<file path="config.mk">
export PLATFORM = sky130hd
export DESIGN_NAME = qcr_core
export DESIGN_NICKNAME = d
export VERILOG_FILES = /design/src/verilog/qcr_pkg.sv /design/src/verilog/qcr_core.sv /design/src/verilog/qcr_sync.sv
export SDC_FILE = /design/constraint.sdc
export NUM_CORES = 1
export LEC_CHECK = 0
export ABC_AREA = 1
export BUFFER_PORTS_ARGS = -buffer_cell sky130_fd_sc_hd__buf_4
export CORE_MARGIN = 4
export CORE_UTILIZATION = 54
export DETAILED_ROUTE_END_ITERATION = 6
export PLACE_DENSITY = 0.76
export SLEW_MARGIN = 20
export SYNTH_ARGS = -nofsm -noshare
export SYNTH_HDL_FRONTEND = slang
export SYNTH_HIERARCHICAL = 1
export SYNTH_SLANG_ARGS = --single-unit
</file>
<file path="constraint.sdc">
create_clock -name CORE_CLK_I -period 2.3 [get_ports CORE_CLK_I]
set_clock_uncertainty 0.05 [all_clocks]
set_input_delay 0.115 -clock CORE_CLK_I [delete_from_list [all_inputs] [get_ports CORE_CLK_I]]
set_output_delay 0.115 -clock CORE_CLK_I [all_outputs]
set_load 0.02 [all_outputs]
</file>
<file path="src/verilog/qcr_pkg.sv">
// constants and carrier types for the quad i/o continuous read block
package qcr_pkg;
    localparam logic [7:0] QCR_OP_QUAD = 8'heb;
    localparam logic [7:0] QCR_OP_ALIGNED = 8'he7;
    localparam logic [3:0] QCR_OPCODE_LAST = 4'h7;
    localparam logic [3:0] QCR_ADDR_LAST = 4'h5;
    localparam logic [3:0] QCR_MODE_LAST = 4'h1;
    localparam logic [3:0] QCR_DUMMY_BASE = 4'h2;
    localparam logic [2:0] QCR_DC_MAX = 3'h4;
    localparam logic [7:0] QCR_MODE_CONT_MASK = 8'h30;
    localparam logic [7:0] QCR_MODE_CONT_VAL = 8'h20;
    localparam int QCR_MEM_AW = 21;
    localparam logic [5:0] QCR_PIN_RST = 6'h20;
    localparam logic [3:0] QCR_CNT_RST = 4'h0;
    localparam logic [7:0] QCR_BYTE_RST = 8'h00;
    localparam logic [23:0] QCR_ADDR_RST = 24'h000000;

    typedef enum logic [5:0] {
        QCR_ST_IDLE   = 6'b000001,
        QCR_ST_OPCODE = 6'b000010,
        QCR_ST_ADDR   = 6'b000100,
        QCR_ST_DUMMY  = 6'b001000,
        QCR_ST_DATA   = 6'b010000,
        QCR_ST_IGNORE = 6'b100000
    } qcr_state_t;

    // synchronised link pins
    typedef struct packed {
        logic cs_n;
        logic sck;
        logic [3:0] io;
    } qcr_pins_t;

    typedef struct packed {
        qcr_state_t st;
        logic sck_q;
        logic [3:0] cnt;
        logic [3:0] dummy_total;
        logic [7:0] opcode;
        logic aligned_cmd;
        logic [23:0] addr;
        logic [7:0] mode;
        logic cont;
        logic [7:0] next_byte;
        logic [3:0] low_nib;
        logic hi;
        logic [3:0] io_o;
        logic [3:0] io_oe;
        logic [QCR_MEM_AW-1:0] mem_addr;
        logic mem_rd;
    } qcr_core_st_t;
endpackage

</file>
<file path="src/verilog/qcr_core.sv">
// device side of the quad i/o read commands with continuous read mode
`timescale 1ns/10ps
module qcr_core
    import qcr_pkg::*;
(
    input wire logic CORE_CLK_I,
    input wire logic SYS_RST_I,
    input wire logic SCK_I,
    input wire logic CS_N_I,
    input wire logic [3:0] IO_I,
    output logic [3:0] IO_O,
    output logic [3:0] IO_OE_O,
    input wire logic [2:0] DUMMY_CYCLE_COUNT_I,
    input wire logic ALIGNED_ADDRESS_SELECT_I,
    output logic CONTINUOUS_READ_MODE_O,
    output logic [QCR_MEM_AW-1:0] MEM_ADDR_O,
    output logic MEM_RD_O,
    input wire logic [7:0] MEM_DATA_I
);
    qcr_pins_t pin;
    qcr_core_st_t r_r;
    qcr_core_st_t r_nxt;
    logic sck_rise;
    logic sck_fall;
    logic force_align;
    logic [23:0] addr_in;
    logic [7:0] mode_in;
    logic [2:0] dc_sel;
    logic [QCR_MEM_AW-1:0] addr_inc;
    // decodes shared by the phase logic
    logic [7:0] opcode_in;
    logic [3:0] cnt_inc;
    logic [3:0] dummy_total_in;
    logic addr_last;
    logic mode_last;
    logic dummy_last;

    // every link pin, the serial clock too, crosses domains here
    qcr_sync #(
        .WIDTH(6),
        .RST_VAL(QCR_PIN_RST)
    ) u_sync (
        .clk_i(CORE_CLK_I),
        .rst_i(SYS_RST_I),
        .async_i({CS_N_I, SCK_I, IO_I}),
        .level_o(pin)
    );

    assign sck_rise = pin.sck & ~r_r.sck_q;
    assign sck_fall = ~pin.sck & r_r.sck_q;

    assign force_align = r_r.aligned_cmd | ALIGNED_ADDRESS_SELECT_I;

    always_comb begin
        r_nxt = r_r;
        // step and end-of-phase decodes
        cnt_inc = r_r.cnt + 4'h1;
        addr_last = r_r.cnt == QCR_ADDR_LAST;
        mode_last = r_r.cnt == QCR_MODE_LAST;
        dummy_last = r_r.cnt == r_r.dummy_total - 4'h1;
        // next opcode value with io0 shifted in
        opcode_in = {r_r.opcode[6:0], pin.io[0]};
        // four address bits per clock, io3 highest
        addr_in = {r_r.addr[19:0], pin.io};
        // only the final nibble carries bits 1:0, so only it is masked
        if (force_align && addr_last) begin
            addr_in[1:0] = 2'b00;
        end
        mode_in = {r_r.mode[3:0], pin.io};
        // out-of-range codes hold at the longest setting
        dc_sel = (DUMMY_CYCLE_COUNT_I > QCR_DC_MAX) ? QCR_DC_MAX : DUMMY_CYCLE_COUNT_I;
        // total includes the two mode clocks
        dummy_total_in = QCR_DUMMY_BASE + {dc_sel, 1'b0};
        // address wraps at the top of the array
        addr_inc = r_r.addr[QCR_MEM_AW-1:0] + QCR_MEM_AW'(1'b1);
        r_nxt.sck_q = pin.sck;
        r_nxt.mem_rd = 1'b0;
        // array data must stand in the cycle the read strobe is high
        if (r_r.mem_rd) begin
            r_nxt.next_byte = MEM_DATA_I;
        end
        if (pin.cs_n) begin
            // chip select high aborts at once
            r_nxt.st = QCR_ST_IDLE;
            r_nxt.io_oe = 4'h0;
            r_nxt.cnt = QCR_CNT_RST;
            // a byte cut short leaves no half nibble for the next frame
            r_nxt.hi = 1'b1;
        end else begin
            unique case (r_r.st)
                QCR_ST_IDLE: begin
                    r_nxt.cnt = QCR_CNT_RST;
                    r_nxt.st = r_r.cont ? QCR_ST_ADDR : QCR_ST_OPCODE;
                end
                QCR_ST_OPCODE: begin
                    if (sck_rise) begin
                        r_nxt.opcode = opcode_in;
                        r_nxt.cnt = cnt_inc;
                        if (r_r.cnt == QCR_OPCODE_LAST) begin
                            r_nxt.cnt = QCR_CNT_RST;
                            if (opcode_in == QCR_OP_QUAD) begin
                                r_nxt.aligned_cmd = 1'b0;
                                r_nxt.st = QCR_ST_ADDR;
                            end else if (opcode_in == QCR_OP_ALIGNED) begin
                                r_nxt.aligned_cmd = 1'b1;
                                r_nxt.st = QCR_ST_ADDR;
                            end else begin
                                r_nxt.st = QCR_ST_IGNORE;
                            end
                        end
                    end
                end
                QCR_ST_ADDR: begin
                    if (sck_rise) begin
                        r_nxt.addr = addr_in;
                        r_nxt.cnt = cnt_inc;
                        if (addr_last) begin
                            r_nxt.cnt = QCR_CNT_RST;
                            r_nxt.mem_addr = addr_in[QCR_MEM_AW-1:0];
                            r_nxt.mem_rd = 1'b1;
                            // dummy total fixed for this frame
                            r_nxt.dummy_total = dummy_total_in;
                            r_nxt.st = QCR_ST_DUMMY;
                        end
                    end
                end
                QCR_ST_DUMMY: begin
                    if (sck_rise) begin
                        r_nxt.cnt = cnt_inc;
                        // mode field in the first two dummy clocks
                        if (r_r.cnt <= QCR_MODE_LAST) begin
                            r_nxt.mode = mode_in;
                        end
                        // mode decode enters or leaves continuous read
                        if (mode_last) begin
                            r_nxt.cont = (mode_in & QCR_MODE_CONT_MASK) == QCR_MODE_CONT_VAL;
                        end
                        if (dummy_last) begin
                            r_nxt.hi = 1'b1;
                            r_nxt.st = QCR_ST_DATA;
                        end
                    end
                end
                QCR_ST_DATA: begin
                    if (sck_fall) begin
                        // lines become outputs after the dummy phase
                        r_nxt.io_oe = 4'hf;
                        if (r_r.hi) begin
                            // high nibble first, bit 7 on io3
                            r_nxt.io_o = r_r.next_byte[7:4];
                            r_nxt.low_nib = r_r.next_byte[3:0];
                            r_nxt.hi = 1'b0;
                            // fetch the following byte, wrapping to zero
                            r_nxt.addr = {3'b000, addr_inc};
                            r_nxt.mem_addr = addr_inc;
                            r_nxt.mem_rd = 1'b1;
                        end else begin
                            r_nxt.io_o = r_r.low_nib;
                            r_nxt.hi = 1'b1;
                        end
                    end
                end
                QCR_ST_IGNORE: begin
                    // unknown opcode: lines stay inputs until chip select rises
                    r_nxt.io_oe = 4'h0;
                end
            endcase
        end
    end

    always_ff @(posedge CORE_CLK_I) begin
        if (SYS_RST_I) begin
            r_r.st <= QCR_ST_IDLE;
            r_r.sck_q <= 1'b0;
            r_r.cnt <= QCR_CNT_RST;
            r_r.dummy_total <= QCR_DUMMY_BASE;
            r_r.opcode <= QCR_BYTE_RST;
            r_r.aligned_cmd <= 1'b0;
            r_r.addr <= QCR_ADDR_RST;
            r_r.mode <= QCR_BYTE_RST;
            r_r.cont <= 1'b0;
            r_r.next_byte <= QCR_BYTE_RST;
            r_r.low_nib <= QCR_CNT_RST;
            r_r.hi <= 1'b1;
            r_r.io_o <= QCR_CNT_RST;
            r_r.io_oe <= QCR_CNT_RST;
            r_r.mem_addr <= QCR_ADDR_RST[QCR_MEM_AW-1:0];
            r_r.mem_rd <= 1'b0;
        end else begin
            r_r <= r_nxt;
        end
    end

    assign IO_O = r_r.io_o;
    assign IO_OE_O = r_r.io_oe;
    assign CONTINUOUS_READ_MODE_O = r_r.cont;
    assign MEM_ADDR_O = r_r.mem_addr;
    assign MEM_RD_O = r_r.mem_rd;
endmodule

</file>
<file path="src/verilog/qcr_sync.sv">
// three-stage input synchroniser with agreement filter
`timescale 1ns/10ps
module qcr_sync #(
    parameter int WIDTH = 6,
    parameter logic [WIDTH-1:0] RST_VAL = '0
) (
    input wire logic clk_i,
    input wire logic rst_i,
    input wire logic [WIDTH-1:0] async_i,
    output logic [WIDTH-1:0] level_o
);
    typedef struct packed {
        logic [WIDTH-1:0] s1;
        logic [WIDTH-1:0] s2;
        logic [WIDTH-1:0] s3;
        logic [WIDTH-1:0] lvl;
    } qcr_sync_st_t;

    qcr_sync_st_t r_r;
    qcr_sync_st_t r_nxt;

    always_comb begin
        r_nxt = r_r;
        r_nxt.s1 = async_i;
        r_nxt.s2 = r_r.s1;
        r_nxt.s3 = r_r.s2;
        // a bit changes only once stages two and three agree
        for (int i = 0; i < WIDTH; i++) begin
            if (r_r.s2[i] == r_r.s3[i]) begin
                r_nxt.lvl[i] = r_r.s3[i];
            end
        end
    end

    always_ff @(posedge clk_i) begin
        if (rst_i) begin
            r_r <= {RST_VAL, RST_VAL, RST_VAL, RST_VAL};
        end else begin
            r_r <= r_nxt;
        end
    end

    assign level_o = r_r.lvl;
endmodule
</file>
# [Yosys cells after proc, flatten, opt, wreduce, memory -nomap -nowiden]
# Index checks and enable logic that the tools add are counted.
[word_totals] reg_bits=114
[classes] add_sub_neg=4 order_cmp=2 eq_ne=27 muxes=34 n_bitwise=6 reduce_logical=20
[ops] op="22-bit 2-to-1 mux" n=3
[ops] op="21-bit 2-to-1 mux" n=3
[ops] op="6-bit 2-to-1 mux" n=8
[ops] op="22-bit case mux with 2 select lines" n=1
[ops] op="21-bit case mux with 2 select lines" n=1
[ops] op="31-bit 2-to-1 mux" n=1
[ops] op="6-bit case mux with 4 select lines" n=1
[ops] op="4-bit AND reduction" n=6
[ops] op="21-bit by 1-bit adder with 21-bit output, second input constant" n=1
[ops] op="8-bit == test, second input constant" n=2
[ops] op="8-bit 2-to-1 mux" n=2
[ops] op="2-bit inequality test, second input constant" n=8
[ops] op="4-bit case mux with 4 select lines" n=1
[ops] op="4-bit 2-to-1 mux" n=3
[ops] op="5-bit AND reduction" n=2
[ops] op="4-bit by 3-bit == test with 1-bit output, second input constant" n=2
[ops] op="4-bit case mux with 2 select lines" n=1
[ops] op="2-bit nonzero test" n=4
[ops] op="7-bit AND reduction" n=1
[ops] op="1-bit == test" n=6
[ops] op="6-bit by 1-bit == test with 1-bit output, second input constant" n=1
[ops] op="6-bit by 2-bit == test with 1-bit output, second input constant" n=1
[ops] op="6-bit by 3-bit == test with 1-bit output, second input constant" n=1
[ops] op="6-bit by 4-bit == test with 1-bit output, second input constant" n=1
[ops] op="24 further kinds" n=32

# [Depth between registers and ports, before layout]
[logic_depth] word_depth=6 ltp_mapped=12 ltp_nobuf=12

# [Hierarchy]
# The synthesis kept the hierarchy.
[by_module_without_submodules] module="qcr_core" instances=1 cells_per_inst=719 area_per_inst_um2=4805.9
[by_module_without_submodules] module="qcr_sync" instances=1 cells_per_inst=89 area_per_inst_um2=783.3

# [Worst setup path after synthesis]
# Ideal clock, no wire load.
[synth_path] path_kind="flip-flop to flip-flop" from="register r_r (netlist bit addr_in[4])" to="register r_r (netlist bit MEM_ADDR_O[18])" t_arrival_ns=1.436 required_ns=2.118 path_slack_ns=0.681 path_stages_with_launch=11 cell_sequence="dfxtp_1 > ha_1 > nand2_1 > nor2_1 > nand2_1 > nor2_1 > nand3_1 > nand3_1 > nand2_1 > nand2_1 > a21oi_1"
[synth_via] elab_chain_cells=4
[synth_rtl] element="start: declaration" line="qcr_core.sv:21" source="qcr_core_st_t r_r;"
[synth_rtl] element="start signal: assignment" line="qcr_core.sv:190" source="r_r <= r_nxt;"
[synth_rtl] element="21-bit by 1-bit adder with 21-bit output" line="qcr_core.sv:75" source="addr_inc = r_r.addr[QCR_MEM_AW-1:0] + QCR_MEM_AW'(1'b1);"
[synth_rtl] element="22-bit 2-to-1 mux" line="qcr_core.sv:148" source="if (r_r.hi) begin"
[synth_rtl] element="31-bit 2-to-1 mux" line="qcr_core.sv:145" source="if (sck_fall) begin"
[synth_rtl] element="22-bit case mux with 2 select lines" line="qcr_core.sv:90" source="unique case (r_r.st)"
# No other way between the ends. The select of a mux whose other input is x is not followed.
# A chain may end at the register's enable or synchronous reset.

# [Worst setup path in the final report]
[layout_path] from="register r_r[90] (netlist bit)" to="register r_r (netlist bit MEM_ADDR_O[13])"
[layout_via] elab_chain_cells=3
[layout_rtl] element="4-bit by 3-bit == test with 1-bit output" line="qcr_core.sv:58" source="addr_last = r_r.cnt == QCR_ADDR_LAST;"
[layout_rtl] element="2-bit inequality test (no source line)"
[layout_rtl] element="6-bit AND reduction (no source line)"
# No other way between the ends.

==> out/qor.yml <==
fin_tns_setup_ns: 0
path_clk_slew_ns: 0.11
drtIter0Drc: 327
yosysWarnings: 6
worstPathCellList: "inv_1 > ha_1 > nand3_1 > inv_1 > nand3_1 > inv_2 > nand2_1 > nand2_1 > nand2_1 > a21oi_1"
drc: 0
firstDrtPassIters: 5
place_hpwl_um: 9045
portBuffers: 50
fillers: 923
worstSetupEndpointType: "flip-flop"
ctsRootBufferMaster: "clkbuf_8"
p_int_mw: 2.399
grt_pass1_wl_um: 21820
grt_pass1_vias: 4873
die_y_um: 109.7
crit_family: "simple AND/OR/NAND/NOR gates"
initial_utilization_pct: 56.40
arrival_ns: 2.32
worstMarginPinSlew_ns: 0.5862
numClockSinks: 110
drive_gt1_share_pct: 12.19
htreeDepth: 3
via_count: 5122
io_pins: 51
required_ns: 2.59
pre_cts_slack_ns: 0.3311
synth_area_mm2: 0.005589
grt_usage_pct: 22.77
netSwitchingFraction_pct: 25.25
overflow: 0
pwr_density_cell_mw_per_mm2: 524.4
antenna_found_initial: 0
drv_slew: 0
timing.slew.headroom_pct: 60.88
crit_buf_inv: 3
wl_per_cell_um: 13.28
die_w_um: 109.7
syn_inst: 808
ys_ff_latch: 110
leakage_nw: 2.544
route.antenna.remaining_nets: 0
status: "finished, final reports clean"
design_area_mm2: 0.006121
path_common_cell: "nand2_1"
fin_ws_ns: 0.2696
power.switching_mw: 0.8104
fp-row-count: 36
dpl-instance-area_mm2: 0.005772
path_class: "reg2reg"
setup_viol: 0
grt_max_degree: 50
critPathMaxFanout: 9
finalHoldViolations: 0
avgViaCountPerCell: 5.280
power.share.clock_pct: 37.0
wl_um: 12890
nets: 858
cpMaxStageDelayCell: "dfxtp_1"
mostFrequentLayoutCells: "nand2_1, dfxtp_1, nor2_1, o21ai_0, inv_1"
antennaDiodeCount: 0
final_common_cell: "nand2_1"
ys_seq_area_share_pct: 39.40
fin_crit_sh_pct: 88.28
drv_cap: 0
peakVddDrop_mv: 0.3452
synth.net_count: 834
syn_area_per_cell_um2: 6.917
p_seq_share_pct: 59.9
cts_buffers: 9
p_comb_share_pct: 3.1
coreArea_mm2: 0.009910
final.min_clock_period_ns: 2.030
cts_tree: "built"
critPathMaxStageDelay_ns: 0.37
clk_latency_ns: 0.40
hold_path_class: "in2reg"
rsz0062_at_grt: "false"
synth_cell_types: 38
crit_path_start_kind: "flip-flop"
max_freq_mhz: 492.5
gp_congestion: 0.9041
area_growth_pct: 9.514
dieArea_mm2: 0.01204
clockBufferDepth: 2
worst paths after layout:
check                    end  depth (start not counted)                    from  slack, ns
max           MEM_ADDR_O[13]                         10                 r_r[90]       0.27
min                  r_r[86]                          4  DUMMY_CYCLE_COUNT_I[0]       0.04
max reg2reg   MEM_ADDR_O[13]                         10                 r_r[90]       0.27
min reg2reg  u_sync/r_nxt[8]                          2        u_sync/r_nxt[14]       0.36
area by class of cell:
class,count,area [um2],share of cell area (%)
tap,133,166.4,2.719
clock inverter,7,75.07,1.226
multi-input combinational,560,2683,43.83
timing repair buffer,71,570.5,9.321
clock buffer,9,123.9,2.024
inverter,80,300.3,4.906
sequential,110,2202,35.98
synth_stat cells (all sizes together):
| library cell | n | area [um2] |
|---|---|---|
| nor4 | 1 | 6.260 |
| xor2 | 9 | 78.83 |
| a31oi | 1 | 6.260 |
| a21oi | 72 | 360.4 |
| nor2 | 124 | 538.0 |
| nand2 | 182 | 693.2 |
| o211ai | 1 | 7.510 |
| dfxtp | 110 | 2202 |
| inv | 79 | 296.5 |
| xnor2 | 1 | 8.760 |
| o21bai | 3 | 22.52 |
| a221oi | 1 | 8.760 |
| o21ai | 80 | 400.4 |
| ha | 6 | 75.07 |
| clkinv | 1 | 3.750 |
| clkbuf | 10 | 38.78 |
| nor3 | 5 | 25.02 |
| nand4 | 11 | 75.07 |
| buf | 48 | 365.3 |
| nand3b | 4 | 42.54 |
| or2 | 2 | 12.51 |
| o22ai | 4 | 25.02 |
| o2111ai | 1 | 8.760 |
| nand3 | 50 | 272.8 |
| a211oi | 1 | 7.510 |
| o21a | 1 | 7.510 |
metrics by stage:
stage | utilization (%) | hold WS, ns | cells | total power [mW]
final | 61.77 | 0.04007 | 970 | 3.210
after global routing | 61.77 | 0.09344 | 970 | 3.332
after CTS | 61.77 | 0.03569 | 970 | 3.230
after detailed placement | 58.24 | 0.2545 | 939 | 2.045
after global placement | 58.24 | 0.2506 | 939 | 2.042
after floorplan | - | 0.1621 | 808 | 2.012
power groups by stage:
stage	Clock, mW	Combinational, mW	Sequential (mW)
6_report	1.19	0.101	1.92
5_1_grt	1.29	0.114	1.92
4_1_cts	1.21	0.100	1.92
3_5_place_dp	0	0.0795	1.97
3_3_place_gp	0	0.0764	1.97
2_1_floorplan	0	0.0480	1.96
cell families (layout without fill, tap and decap cells):
| logic type | Yosys count | after routing | share of synthesized area (%) |
|---|---|---|---|
| AOI/OAI and AO/OA | 165 | 165 | 15.29 |
| adders and majority gates | 6 | 6 | 1.343 |
| and+or+nand+nor | 379 | 379 | 29.80 |
| buffers and inverters | 138 | 167 | 12.60 |
| xor gates and xnor gates | 10 | 10 | 1.567 |
| DFF | 110 | 110 | 39.40 |
tightest hold or removal path, delay by kind of cell:
| family | cells | cell delay (ns) |
|---|---|---|
| AO/OA/AOI/OAI | 1 | 0.15 |
| buffers and inverters | 2 | 0.14 |
| AND/OR/NAND/NOR | 1 | 0.05 |
state kept, by name (all words and copies together), names as in the netlist, 2 cells and up:
name	cells
r_r	29
opcode_in	7
u_sync/level_o	6
MEM_ADDR_O	21
u_sync/r_r	6
u_sync/r_nxt	12
addr_in	20
IO_O	4
mode_in	2
layer usage:
layer / up-vias / GRT usage, % / part of all wire [%]
met5: - / 0 / 0
met4: 0 / 10.33 / 2.9
met2: 124 / 40.24 / 50
met1: 2340 / 26.46 / 43
met3: 38 / 4.521 / 4.8
li1: 2620 / - / -
repair_timing:
action | in CTS | in global routing
gates resized for setup | 0 | 0
hold buffers | 15 | 0
endpoints found under the hold margin | 15 | 0
setup buffers | 0 | 0
No activity file was read; power rests on OpenSTA's default activity.
